===== config.mk =====
export PLATFORM = sky130hd
export DESIGN_NAME = pc_card_dma
export DESIGN_NICKNAME = d
export VERILOG_FILES = /design/src/hdl/pc_card_dma_pkg.sv /design/src/hdl/central_dma_link.sv /design/src/hdl/pc_card_dma.sv
export VERILOG_INCLUDE_DIRS = /design/src /design/src/hdl
export SDC_FILE = /design/constraint.sdc
export NUM_CORES = 1
export LEC_CHECK = 0
export BUFFER_PORTS_ARGS = -buffer_cell sky130_fd_sc_hd__buf_2
export CORE_MARGIN = 2
export CORE_UTILIZATION = 47
export CTS_BUF_LIST = sky130_fd_sc_hd__clkbuf_16
export DETAILED_ROUTE_END_ITERATION = 10
export PLACE_DENSITY_LB_ADDON = 0.2
export SLEW_MARGIN = 20
export SYNTH_ARGS = -nofsm -noshare
export SYNTH_HDL_FRONTEND = slang
export SYNTH_SLANG_ARGS = --single-unit

===== constraint.sdc =====
create_clock -name clk_i -period 8.5 [get_ports clk_i]
set_input_delay 1.275 -clock clk_i [delete_from_list [all_inputs] [get_ports clk_i]]
set_output_delay 1.275 -clock clk_i [all_outputs]
set_load 0.03 [all_outputs]

===== src/hdl/pc_card_dma_cfg.svh =====
// constants for the pc card 16 dma support block
`ifndef PC_CARD_DMA_CFG_SVH
`define PC_CARD_DMA_CFG_SVH
// distributed register offsets (low nibble of the i/o address)
`define OFS_ADDRESS_PAGE 4'h0
`define OFS_TRANSFER_COUNT 4'h4
`define OFS_STATUS_COMMAND 4'h8
`define OFS_MASK_CLEAR 4'hc
// command, mode, status and mask fields
`define CMD_DISABLE_BIT 2
`define MODE_DIR_LSB 2
`define MODE_DEC_BIT 5
`define STAT_TC_BIT 0
`define STAT_REQ_BIT 4
`define MASK_BIT 0
// system control fields
`define SYS_GLOBAL_CENTRAL_DMA_ENABLE_BIT 3
`define SYS_SOCKET_CENTRAL_DMA_ENABLE_BIT 19
`define SYS_CHAN_LSB 16
`define SYS_CTRL_RESET 32'h0000_0000
`define SYS_CTRL_WMASK 32'h0008_0008
// channel code that is not used
`define CHAN_UNUSED 3'h4
// centralized dma i/o addresses
`define CIO_NORMAL 8'h00
`define CIO_NORMAL_TC 8'h04
`define CIO_VERIFY 8'hc0
`define CIO_VERIFY_TC 8'hc4
// reset values
`define CMD_RESET 8'h00
`define MODE_RESET 8'h00
`define MASK_RESET 1'b1
// serial request frame: start, three channel bits, request level
`define SER_REQ_BITS 3'd5
`define SER_GNT_BITS 3'd4
`endif


===== src/hdl/pc_card_dma_pkg.sv =====
// types shared by the pc card 16 dma support files
package pc_card_dma_pkg;
  typedef enum {
    D_IDLE,
    D_COLLECT,
    D_BUSREQ,
    D_XFER,
    D_CARD
  } distributed_dma_state_t;
  typedef enum logic [1:0] {
    SEL_AUDIO,
    SEL_IO16,
    SEL_CARD_INPUT_ACK_PIN,
    SEL_NONE
  } card_dma_request_sel_t;
  typedef enum logic [1:0] {
    DIR_VERIFY,
    DIR_CARD_TO_MEM,
    DIR_MEM_TO_CARD,
    DIR_ILLEGAL
  } xfer_dir_t;
endpackage


===== src/hdl/central_dma_link.sv =====
// serialized channel request and grant for centralized dma
`timescale 1ns/1ns
`include "pc_card_dma_cfg.svh"
module central_dma_link (
  // clock and reset
  input wire logic clk_i,
  input wire logic srst_i,
  input wire logic ce_i,
  // request side
  input wire logic enable_i,
  input wire logic [2:0] channel_i,
  input wire logic want_i,
  output logic granted_o,
  // serial lines
  output logic serial_channel_request_o,
  input wire logic serial_channel_grant_i
);
  logic sent_want_r;
  logic [4:0] req_shift_r;
  logic [2:0] req_cnt_r;
  logic [2:0] gnt_cnt_r;
  logic [2:0] gnt_shift_r;
  logic want_q;

  assign want_q = want_i & enable_i;

  // frame out whenever the wanted level changes, line idles high
  always_ff @(posedge clk_i) begin
    if (srst_i) begin
      sent_want_r <= 1'b0;
      req_shift_r <= 5'h1f;
      req_cnt_r <= 3'd0;
      serial_channel_request_o <= 1'b1;
    end else if (ce_i) begin
      if (req_cnt_r != 3'd0) begin
        serial_channel_request_o <= req_shift_r[0];
        req_shift_r <= {1'b1, req_shift_r[4:1]};
        req_cnt_r <= req_cnt_r - 3'd1;
      end else if (want_q != sent_want_r) begin
        sent_want_r <= want_q;
        req_shift_r <= {want_q, channel_i, 1'b0};
        req_cnt_r <= `SER_REQ_BITS;
        serial_channel_request_o <= 1'b1;
      end else begin
        serial_channel_request_o <= 1'b1;
      end
    end
  end

  // grant frame: low start bit then channel lsb first
  always_ff @(posedge clk_i) begin
    if (srst_i) begin
      gnt_cnt_r <= 3'd0;
      gnt_shift_r <= 3'h0;
      granted_o <= 1'b0;
    end else if (ce_i) begin
      if (gnt_cnt_r == 3'd0) begin
        if (!serial_channel_grant_i) begin
          gnt_cnt_r <= `SER_GNT_BITS - 3'd1;
        end
        if (!sent_want_r) begin
          granted_o <= 1'b0;
        end
      end else begin
        gnt_shift_r <= {serial_channel_grant_i, gnt_shift_r[2:1]};
        gnt_cnt_r <= gnt_cnt_r - 3'd1;
        if (gnt_cnt_r == 3'd1) begin
          granted_o <= sent_want_r &&
            ({serial_channel_grant_i, gnt_shift_r[2:1]} == channel_i);
        end
      end
    end
  end
endmodule


===== src/hdl/pc_card_dma.sv =====
// pc card 16 distributed and centralized dma support engine
`timescale 1ns/1ns
`include "pc_card_dma_cfg.svh"
//
// Contract
// - reserved registers read zero and ignore writes.
// - obsolete legacy bits are read-only and do nothing.
// - reads and writes at one offset reach different registers.
// - card request comes from audio, io16 or input-ack pin; enable too.
// - register base address and byte or word size come from config.
// - card to memory: collect element, request bus, single write.
// - memory to card: request bus, single read, pass data to card.
// - repeat per element with fresh arbitration until count expires.
// - register accesses keep working during a transfer.
// - channel reset mid-transfer gives terminal count, ends cycle, sets status.
// - demand mode; acknowledge held while the card keeps requesting.
// - terminal count on output enable for writes, write enable for reads.
// - acknowledge always on the attribute memory select pin.
// - centralized request and grant use serialized channel frames.
// - per-socket centralized enable resets to zero.
// - channel codes 0-3 byte, 4 unused, 5-7 word.
// - centralized width follows channel; distributed registers unused.
// - decode 00h, 04h, c0h, c4h cycles; verify is read only.
// - centralized mode is target only, no master sequencing.
module pc_card_dma (
  // clock and reset
  input wire logic clk_i,
  input wire logic srst_i,
  input wire logic ce_i,
  // pci i/o target
  input wire logic io_req_i,
  input wire logic io_wr_i,
  input wire logic [15:0] io_addr_i,
  input wire logic [3:0] io_be_i,
  input wire logic [31:0] io_wdata_i,
  output logic io_ack_o,
  output logic [31:0] io_rdata_o,
  // socket dma configuration
  input wire logic distributed_dma_enable_i,
  input wire pc_card_dma_pkg::card_dma_request_sel_t card_dma_request_select_i,
  input wire logic [11:0] distributed_dma_base_i,
  input wire logic distributed_dma_word_i,
  // system control register
  input wire logic sysctl_wr_i,
  input wire logic [31:0] sysctl_wdata_i,
  output logic [31:0] sysctl_o,
  // pci master
  output logic mst_req_o,
  input wire logic mst_gnt_i,
  input wire logic bus_idle_i,
  output logic mst_start_o,
  output logic mst_write_o,
  output logic mst_word_o,
  output logic [31:0] mst_addr_o,
  output logic [31:0] mst_wdata_o,
  input wire logic mst_done_i,
  input wire logic [31:0] mst_rdata_i,
  // card side
  input wire logic card_audio_pin_n_i,
  input wire logic card_io16_pin_n_i,
  input wire logic card_input_ack_pin_n_i,
  input wire logic [15:0] card_rdata_i,
  input wire logic card_rvalid_i,
  output logic [15:0] card_wdata_o,
  output logic card_wr_stb_o,
  input wire logic card_wr_done_i,
  output logic card_oe_n_o,
  output logic card_we_n_o,
  output logic card_reg_n_o,
  // centralized dma link
  output logic serial_channel_request_o,
  input wire logic serial_channel_grant_i,
  output logic distributed_dma_busy_o
);
  import pc_card_dma_pkg::*;

  distributed_dma_state_t state_r, state_nxt;
  logic [23:0] base_addr_r, cur_addr_r;
  logic [15:0] base_cnt_r, cur_cnt_r;
  logic [7:0] cmd_r, mode_r;
  logic mask_r, tc_r, granted;
  logic [31:0] sysctl_r;
  logic [15:0] data_r;
  logic card_req, reg_hit, wr_hit, rd_hit, mclr, stat_rd, go;
  logic elem_done, last_elem, tc_pulse;
  logic cen_on, cen_active, cen_hit, cen_rd, cen_tc;
  logic [2:0] chan;
  xfer_dir_t dir;

  // next address, stepping by element size and direction
  function automatic logic [23:0] step_addr(input logic [23:0] a,
                                             input logic word,
                                             input logic dec);
    logic [23:0] s;
    s = word ? 24'h00_0002 : 24'h00_0001;
    step_addr = dec ? a - s : a + s;
  endfunction

  // card request from the selected pin, active low
  always_comb begin
    case (card_dma_request_select_i)
      SEL_AUDIO: card_req = !card_audio_pin_n_i;
      SEL_IO16: card_req = !card_io16_pin_n_i;
      SEL_CARD_INPUT_ACK_PIN: card_req = !card_input_ack_pin_n_i;
      default: card_req = 1'b0;
    endcase
  end

  assign dir = xfer_dir_t'(mode_r[`MODE_DIR_LSB +: 2]);
  assign reg_hit = io_req_i &&
    (io_addr_i[15:4] == distributed_dma_base_i);
  assign wr_hit = reg_hit && io_wr_i;
  assign rd_hit = reg_hit && !io_wr_i;
  assign mclr = wr_hit && (io_addr_i[3:0] == `OFS_MASK_CLEAR) && io_be_i[1];
  assign stat_rd = rd_hit && (io_addr_i[3:0] == `OFS_STATUS_COMMAND);
  assign go = distributed_dma_enable_i && !mask_r &&
    !cmd_r[`CMD_DISABLE_BIT] && card_req &&
    (dir == DIR_CARD_TO_MEM || dir == DIR_MEM_TO_CARD);
  assign last_elem = (cur_cnt_r == 16'h0000);
  assign tc_pulse = (elem_done && last_elem) ||
    (mclr && state_r != D_IDLE);

  // centralized mode decode
  assign chan = sysctl_r[`SYS_CHAN_LSB +: 3];
  assign cen_on = sysctl_r[`SYS_GLOBAL_CENTRAL_DMA_ENABLE_BIT] &&
    sysctl_r[`SYS_SOCKET_CENTRAL_DMA_ENABLE_BIT] && (chan != `CHAN_UNUSED);
  assign cen_active = cen_on && granted && card_req;
  assign cen_hit = io_req_i && cen_active && (io_addr_i[15:8] == 8'h00) &&
    (io_addr_i[7:0] == `CIO_NORMAL || io_addr_i[7:0] == `CIO_NORMAL_TC ||
     io_addr_i[7:0] == `CIO_VERIFY || io_addr_i[7:0] == `CIO_VERIFY_TC);
  assign cen_rd = cen_hit && !io_wr_i;
  assign cen_tc = cen_hit && io_addr_i[2] &&
    (!io_wr_i || !io_addr_i[7]);

  central_dma_link u_link (
    .clk_i(clk_i),
    .srst_i(srst_i),
    .ce_i(ce_i),
    .enable_i(cen_on),
    .channel_i(chan),
    .want_i(card_req),
    .granted_o(granted),
    .serial_channel_request_o(serial_channel_request_o),
    .serial_channel_grant_i(serial_channel_grant_i)
  );

  // distributed engine sequencing
  always_comb begin
    state_nxt = state_r;
    elem_done = 1'b0;
    case (state_r)
      D_IDLE: begin
        if (go) begin
          state_nxt = (dir == DIR_CARD_TO_MEM) ? D_COLLECT : D_BUSREQ;
        end
      end
      D_COLLECT: begin
        if (!card_req) begin
          state_nxt = D_IDLE;
        end else if (card_rvalid_i) begin
          state_nxt = D_BUSREQ;
        end
      end
      D_BUSREQ: begin
        if (mst_gnt_i && bus_idle_i) begin
          state_nxt = D_XFER;
        end
      end
      D_XFER: begin
        if (mst_done_i) begin
          if (dir == DIR_MEM_TO_CARD) begin
            state_nxt = D_CARD;
          end else begin
            elem_done = 1'b1;
          end
        end
      end
      D_CARD: begin
        if (card_wr_done_i) begin
          elem_done = 1'b1;
        end
      end
      default: state_nxt = D_IDLE;
    endcase
    if (elem_done) begin
      if (last_elem || !go) begin
        state_nxt = D_IDLE;
      end else begin
        state_nxt = (dir == DIR_CARD_TO_MEM) ? D_COLLECT : D_BUSREQ;
      end
    end
    if (mclr) begin
      state_nxt = D_IDLE;
    end
  end

  always_ff @(posedge clk_i) begin
    if (srst_i) begin
      state_r <= D_IDLE;
    end else if (ce_i) begin
      state_r <= state_nxt;
    end
  end

  // address and count registers, written by software or stepped
  always_ff @(posedge clk_i) begin
    if (srst_i) begin
      base_addr_r <= 24'h00_0000;
      cur_addr_r <= 24'h00_0000;
      base_cnt_r <= 16'h0000;
      cur_cnt_r <= 16'h0000;
    end else if (ce_i) begin
      if (wr_hit && io_addr_i[3:0] == `OFS_ADDRESS_PAGE) begin
        for (int b = 0; b < 3; b++) begin
          if (io_be_i[b]) begin
            base_addr_r[b*8 +: 8] <= io_wdata_i[b*8 +: 8];
            cur_addr_r[b*8 +: 8] <= io_wdata_i[b*8 +: 8];
          end
        end
      end else if (elem_done) begin
        cur_addr_r <= step_addr(cur_addr_r, distributed_dma_word_i,
                                mode_r[`MODE_DEC_BIT]);
      end
      if (wr_hit && io_addr_i[3:0] == `OFS_TRANSFER_COUNT) begin
        for (int b = 0; b < 2; b++) begin
          if (io_be_i[b]) begin
            base_cnt_r[b*8 +: 8] <= io_wdata_i[b*8 +: 8];
            cur_cnt_r[b*8 +: 8] <= io_wdata_i[b*8 +: 8];
          end
        end
      end else if (elem_done && !last_elem) begin
        cur_cnt_r <= cur_cnt_r - 16'h0001;
      end
    end
  end

  // command, mode and mask; request byte has no function
  always_ff @(posedge clk_i) begin
    if (srst_i) begin
      cmd_r <= `CMD_RESET;
      mode_r <= `MODE_RESET;
      mask_r <= `MASK_RESET;
    end else if (ce_i) begin
      if (mclr) begin
        cmd_r <= `CMD_RESET;
        mask_r <= `MASK_RESET;
      end else if (wr_hit && io_addr_i[3:0] == `OFS_STATUS_COMMAND) begin
        if (io_be_i[0]) begin
          cmd_r <= io_wdata_i[7:0];
        end
        if (io_be_i[3]) begin
          mode_r <= io_wdata_i[31:24];
        end
      end else if (wr_hit && io_addr_i[3:0] == `OFS_MASK_CLEAR &&
                   io_be_i[3]) begin
        mask_r <= io_wdata_i[24 + `MASK_BIT];
      end
      if (tc_pulse) begin
        mask_r <= 1'b1;
      end
    end
  end

  // terminal count status; a new count wins over a read clear
  always_ff @(posedge clk_i) begin
    if (srst_i) begin
      tc_r <= 1'b0;
    end else if (ce_i) begin
      if (tc_pulse) begin
        tc_r <= 1'b1;
      end else if (stat_rd) begin
        tc_r <= 1'b0;
      end
    end
  end

  // system control: only the two enables and the channel field are writable here
  always_ff @(posedge clk_i) begin
    if (srst_i) begin
      sysctl_r <= `SYS_CTRL_RESET;
    end else if (ce_i) begin
      if (sysctl_wr_i) begin
        sysctl_r <= (sysctl_wdata_i & `SYS_CTRL_WMASK) |
          {13'h0000, sysctl_wdata_i[18:16], 16'h0000};
      end
    end
  end

  // i/o target answer, one cycle after every request
  always_ff @(posedge clk_i) begin
    if (srst_i) begin
      io_ack_o <= 1'b0;
      io_rdata_o <= 32'h0000_0000;
    end else if (ce_i) begin
      io_ack_o <= io_req_i;
      io_rdata_o <= 32'h0000_0000;
      if (cen_rd) begin
        io_rdata_o <= chan[2] ? {16'h0000, card_rdata_i} :
          {24'h00_0000, card_rdata_i[7:0]};
      end else if (rd_hit) begin
        if (io_addr_i[3:0] == `OFS_ADDRESS_PAGE) begin
          io_rdata_o <= {8'h00, cur_addr_r};
        end else if (io_addr_i[3:0] == `OFS_TRANSFER_COUNT) begin
          io_rdata_o <= {16'h0000, cur_cnt_r};
        end else if (io_addr_i[3:0] == `OFS_STATUS_COMMAND) begin
          io_rdata_o <= {24'h00_0000, 3'h0, card_req, 3'h0, tc_r};
        end
      end
    end
  end

  // pci master strobes and data
  always_ff @(posedge clk_i) begin
    if (srst_i) begin
      mst_req_o <= 1'b0;
      mst_start_o <= 1'b0;
      mst_write_o <= 1'b0;
      mst_word_o <= 1'b0;
      mst_addr_o <= 32'h0000_0000;
      mst_wdata_o <= 32'h0000_0000;
    end else if (ce_i) begin
      mst_req_o <= (state_nxt == D_BUSREQ);
      mst_start_o <= (state_r == D_BUSREQ) && (state_nxt == D_XFER);
      mst_write_o <= (dir == DIR_CARD_TO_MEM);
      mst_word_o <= distributed_dma_word_i;
      mst_addr_o <= {8'h00, cur_addr_r};
      mst_wdata_o <= {16'h0000, data_r};
    end
  end

  // element data holding register
  always_ff @(posedge clk_i) begin
    if (srst_i) begin
      data_r <= 16'h0000;
    end else if (ce_i) begin
      if (state_r == D_COLLECT && card_rvalid_i) begin
        data_r <= distributed_dma_word_i ? card_rdata_i :
          {8'h00, card_rdata_i[7:0]};
      end else if (state_r == D_XFER && mst_done_i) begin
        data_r <= distributed_dma_word_i ? mst_rdata_i[15:0] :
          {8'h00, mst_rdata_i[7:0]};
      end
    end
  end

  // card pins: ack on attribute select, tc on oe or we
  always_ff @(posedge clk_i) begin
    if (srst_i) begin
      card_wdata_o <= 16'h0000;
      card_wr_stb_o <= 1'b0;
      card_oe_n_o <= 1'b1;
      card_we_n_o <= 1'b1;
      card_reg_n_o <= 1'b1;
      distributed_dma_busy_o <= 1'b0;
    end else if (ce_i) begin
      card_wr_stb_o <= 1'b0;
      if (state_r == D_XFER && mst_done_i && dir == DIR_MEM_TO_CARD) begin
        card_wdata_o <= distributed_dma_word_i ? mst_rdata_i[15:0] :
          {8'h00, mst_rdata_i[7:0]};
        card_wr_stb_o <= 1'b1;
      end else if (cen_hit && io_wr_i && !io_addr_i[7]) begin
        card_wdata_o <= chan[2] ? io_wdata_i[15:0] :
          {8'h00, io_wdata_i[7:0]};
        card_wr_stb_o <= 1'b1;
      end
      card_oe_n_o <= !((tc_pulse && dir == DIR_CARD_TO_MEM) ||
        (cen_tc && !io_wr_i));
      card_we_n_o <= !((tc_pulse && dir == DIR_MEM_TO_CARD) ||
        (cen_tc && io_wr_i));
      card_reg_n_o <= !(((state_nxt != D_IDLE) && card_req) ||
        cen_active);
      distributed_dma_busy_o <= (state_nxt != D_IDLE);
    end
  end

  always_ff @(posedge clk_i) begin
    if (srst_i) begin
      sysctl_o <= `SYS_CTRL_RESET;
    end else if (ce_i) begin
      sysctl_o <= sysctl_r;
    end
  end
endmodule


; Word-level counts from Yosys, hierarchy flattened
; Cells that the tools add are included.
[totals]
ff_bits = 278
inputBits = 163
elab_cells = 233
[op_classes]
addsub = 5
n_eq_ne = 32
muxes = 58
n_bitwise = 5
reduce_logical = 99
[ops]
columns = op, count
row1 = $mux 32, 8
row2 = $mux 16, 11
row3 = $eq 32x3->1 const B, 5
row4 = $pmux 32 s5, 1
row5 = $mux 24, 6
row6 = $eq 32x2->1 const B, 3
row7 = $reduce_bool 32->1, 2
row8 = $logic_and 1x1->1, 40
row9 = $eq 32x1->1 const B, 1
row10 = $logic_not 32->1, 1
row11 = $reduce_and 3->1, 9
row12 = $add 24x2->24, 1
row13 = $mux 8, 3
row14 = $sub 24x2->24, 1
row15 = $or 20x19->20, 1
row16 = $mux 3, 6
row17 = $reduce_bool 2->1, 9
row18 = $eq 8x8->1 const B, 2
row19 = $logic_not 16->1, 1
row20 = $logic_not 8->1, 2
row21 = $sub 16x1->16 const B, 1
row22 = $mux 1, 15
row23 = $mux 5, 3
row24 = $ne 2x2->1 const B, 7
row25 = 24 further kinds, 60

; Longest topological paths before layout
[logic_depth]
depth_word = 14
ltp_mapped = 14

; Modules after synthesis
; From an unflattened synthesis, not the netlist that was laid out.
[unflattened]
hier_cells = 1326
hier_area_um2 = 11041.8
[by_module_without_submodules]
columns = mod, instances, cells_each, area_per_inst_um2
row1 = pc_card_dma, 1, 1228, 10207.3
row2 = central_dma_link, 1, 98, 834.6

; Worst setup path after synthesis
; No wires, ideal clock.
[synth_path]
path_type = in2reg
from = in distributed_dma_word_i
to = reg cur_addr_r[22]
setup_time_ps = 78
t_arrival_ps = 3949
required_time_ps = 8422
slack_ps = 4473
path_stages = 14
n_path_buf = 1
cell_sequence = clkbuf_1 > inv_1 > ha_1 > inv_1 > fa_1 > a21o_1 > a311oi_1 > nor4b_1 > o211ai_1 > a211o_1 > a31oi_1 > or4_1 > and4_1 > nor3_1
[synth_via]
elab_chain_cells = 5
elab_cells_between_ends = 6
classes_between = add/sub (2) / mux (4)
[synth_lines]
columns = element, line_no
row1 = start: declaration, pc_card_dma.sv:42  ; input wire logic distributed_dma_word_i,
row2 = $mux 2 (*), pc_card_dma.sv:95  ; s = word ? 24'h00_0002 : 24'h00_0001;
row3 = $add 24x2->24 or $sub 24x2->24 (tied branches), pc_card_dma.sv:96  ; step_addr = dec ? a - s : a + s;
row4 = $mux 24 (*), pc_card_dma.sv:96
row5 = $mux 24 (*), pc_card_dma.sv:220  ; end else if (elem_done) begin
row6 = $mux 24 (*), pc_card_dma.sv:213  ; if (wr_hit && io_addr_i[3:0] == `OFS_ADDRESS_PAGE) begin
row7 = end signal: indexed assignment, pc_card_dma.sv:217  ; cur_addr_r[b*8 +: 8] <= io_wdata_i[b*8 +: 8];
row8 = end signal: assignment, pc_card_dma.sv:221  ; cur_addr_r <= step_addr(cur_addr_r, distributed_dma_word_i,
row9 = end: declaration, pc_card_dma.sv:78  ; logic [23:0] base_addr_r, cur_addr_r;
; Mark *: on every way between the ends. The rest lies on a longest branch, timed or not. The select of a mux whose other input is x is not followed.
; A chain may end at the register's enable or synchronous reset.

; Final worst setup path
; Ends and elaborated chain as after synthesis.

==> results.txt <==
Crit. Startpoint: distributed_dma_word_i
DRC violation count after routing: 0
Sequential Power Share: 44.6%
Fraction of layout cells with a size suffix above 1: 21.5%
Dpl hpwl: 22.2 mm
Part of the Yosys area used for sequential elements: 37.6%
Startpoint type of the worst setup path: primary input
TritonCTS clock tree: done
Portion of total power attributed to the clock network: 46.7%
Run status: finished clean
Startpoint of the worst hold path: data_r[10]
# nets final: 1674
Area after detailed placement: 12100 um2
Total via count in the routed design: 9724
Most frequent cells in the layout: dfxtp_1, buf_2, nor2_1, nand2_1, mux2i_1
Type of the worst min-delay path: reg -> reg
Number of port buffers: 211
Largest net degree at the start of global routing: 108
Crit path DAT: 4.38 ns
Share of total power consumed by net switching: 26.2%
Pre-Repair DR Iteration Count: 5
Wire length of the first global-routing pass: 47.2 mm
Number of enable flip-flop cells after synthesis: 0
RD Place Congestion: 0.947
Number of placement rows: 56
Flip-flop cell with the highest count after synthesis: dfxtp_1
Max-cap violations: 0
CTS resizes: 0
Max Root-Sink Buffers: 3
Count of fill cells added during filler insertion: 2188
Total die area: 25000 um2
GRT Total Usage: 23.7%
Highest fanout seen on the critical path: 19
Signed area change from the synthesized netlist to the final layout: 15.8%
Areal power density over the cells: 173 nW/um2
Area of the multi-input gates: 6340 um2
Syn_area_per_cell: 8.56 um2
Post-synthesis instance total: 1306
Number of hold violations in the final report: 0
Switching power summed over all nets: 588 uW
Comb pwr share: 8.7%
Post-route cell area: 12900 um2
Number of antenna violations at the first check in global routing: 3
Post-cts hold buffer count: 0
Area used by sequential logic in the layout: 4200 um2
Sum of negative setup slack: 0 ns
Chip height: 158 um
Min Clock Period, post-route: 3.93 ns
Hold slack final: 0.449 ns
Period Utilization, post-route: 46.2%
Yosys reg bits: 210
Fin Clk Skew: 0.0241 ns
Number of routed nets with antenna violations: 0
Clock tree sinks: 210
Most common library cell in the layout ignoring fill and taps: dfxtp_1
Via density per instance: 5.35
Core region area: 23400 um2
Yosys warnings: 0
Die X-Extent: 158 um
Clock-pin transition on the worst setup and hold timing paths: 0.06 ns
Library cell used as clock root buffer: clkbuf_16
Setup repair after global routing missed its margin: false
Effective utilization at floorplan: 47.8%
Worst R2R Setup Slack: 5.09 ns
Max rail drop VDD: 0.143 mV
Worst path required time: 8.96 ns
Share of synthesized flip-flops with an asynchronous set or reset: 0%
Count of final setup violators: 0
Post-synthesis cell type count: 82
Element type at the critical path end: flip-flop
Drt initial violations: 428
H-tree lvl count: 1
Overall overflow remaining after global route: 0
Clock insertion delay at the later pin of the skew report: 0.54 ns
Post-CTS setup buffer count: 0
Fmax: 0.255 GHz
Remaining max-slew budget at the tightest pin: 23.7%
Reg-to-reg critical path startpoint: mode_r[5]
Number of primary I/O pins: 318
Setup Crit Path Kind: in -> reg
Area of the mapped netlist: 11200 um2
Final core utilization: 55.3%
Leakage power summed over all cells: 0.00568 uW
Final WL: 30.7 mm
Vias in the first global route: 8912
Transition time at the pin with the least slew margin: 1.14 ns
Average wire per cell in the routed design: 16.9 um
Num CTS Buffers: 25
Number of slew-limit violations in the final report: 0
Pint: 1660 uW
==> power by group through the flow <==
stage                     combinational [uW]  clock (uW)  sequential [uW]
after floorplan                          142           0             1030
after global placement                   192           0             1020
after detailed placement                 193           0             1020
after CTS                                194        1070             1000
after global routing                     211        1110             1000
final                                    195        1050             1000
==> critical path, stage by stage <==
cell	delay, ns
buf_2	0.23
inv_1	0.10
ha_1	0.17
inv_1	0.06
fa_1	0.39
a21o_1	0.20
a311oi_1	0.36
nor4b_1	0.13
o211ai_1	0.35
a211o_1	0.23
a31oi_1	0.11
or4_1	0.48
and4_1	0.18
nor3_1	0.11
==> logic make-up (layout without fill, tap and decap cells) <==
family	Yosys count	count (layout)	synth area share, %
other cells	1	60	0.0335
simple gates	482	482	21.1
compound gates	278	278	16.3
buf+inv	152	284	7.84
xor+xnor	32	32	2.51
fa+ha+maj	32	32	3.65
flops	210	210	37.6
mux	119	119	11.0
==> synth_stat cells, types with 11 or more instances <==
library cell | instances | share of area [%]
dfxtp_1 | 210 | 38
nor2_1 | 186 | 6.2
nand2_1 | 97 | 3.3
mux2i_1 | 92 | 8.2
a21oi_1 | 77 | 3.4
buf_4 | 60 | 4.0
o21ai_0 | 49 | 2.2
clkbuf_1 | 45 | 1.5
a211oi_1 | 35 | 2.4
and2_1 | 35 | 2.0
ha_1 | 31 | 3.5
nand3_1 | 30 | 1.3
mux2_2 | 25 | 2.5
nor3_1 | 25 | 1.1
xnor2_1 | 24 | 1.9
inv_1 | 21 | 0.71
a21o_1 | 19 | 1.3
a31oi_1 | 19 | 1.1
buf_2 | 16 | 0.72
nor4_1 | 15 | 0.84
nand2b_1 | 13 | 0.73
and3_1 | 12 | 0.67
a221oi_1 | 11 | 0.86
nor2b_1 | 11 | 0.62
==> path summary, 6_finish.rpt <==
kind	depth (start not counted)	end
hold reg to reg	2	data_r[10]
setup reg to reg	12	cur_addr_r[22]
hold / removal	2	data_r[10]
setup / recovery	14	cur_addr_r[22]
==> sequential cells by signal (all words and copies together), names as in the netlist, 5 cells and up <==
| name | count |
|---|---|
| mst_addr_o | 24 |
| state_r | 32 |
| sysctl_o | 5 |
| data_r | 16 |
| io_rdata_o | 24 |
| cur_addr_r | 24 |
| mst_wdata_o | 16 |
| cur_cnt_r | 16 |
| u_link.req_shift_r | 5 |
| card_wdata_o | 16 |
| sysctl_r | 5 |
==> per-layer routing <==
layer / part of all wire [%] / vias to the layer above / wire length [um] / global-route usage [%]
met1: 47 / 4475 / 14300 / 33.0
met3: 7.4 / 43 / 2260 / 4.24
met5: 0.088 / - / 27 / 0
met4: 1.9 / 4 / 587 / 6.13
li1: - / 4880 / - / -
met2: 44 / 322 / 13500 / 37.9
==> per-stage QoR <==
| stage | power [uW] | cells | worst slack (ns) |
|---|---|---|---|
| after global routing | 2330 | 1816 | 4.35 |
| after CTS | 2270 | 1815 | 4.35 |
| after floorplan | 1170 | 1364 | 4.47 |
| after detailed placement | 1220 | 1771 | 3.81 |
| final | 2250 | 1816 | 4.57 |
| after global placement | 1220 | 1771 | 3.81 |
==> area by class of cell <==
type / instances / area share (%)
inverter: 21 / 0.609
sequential: 210 / 32.5
clock buffer: 25 / 4.83
antenna: 1 / 0.0193
tap: 319 / 3.08
timing repair buffer: 219 / 8.69
multi-input combinational: 1002 / 49.0
clock inverter: 19 / 1.35
(Power assumes the default switching activity.)
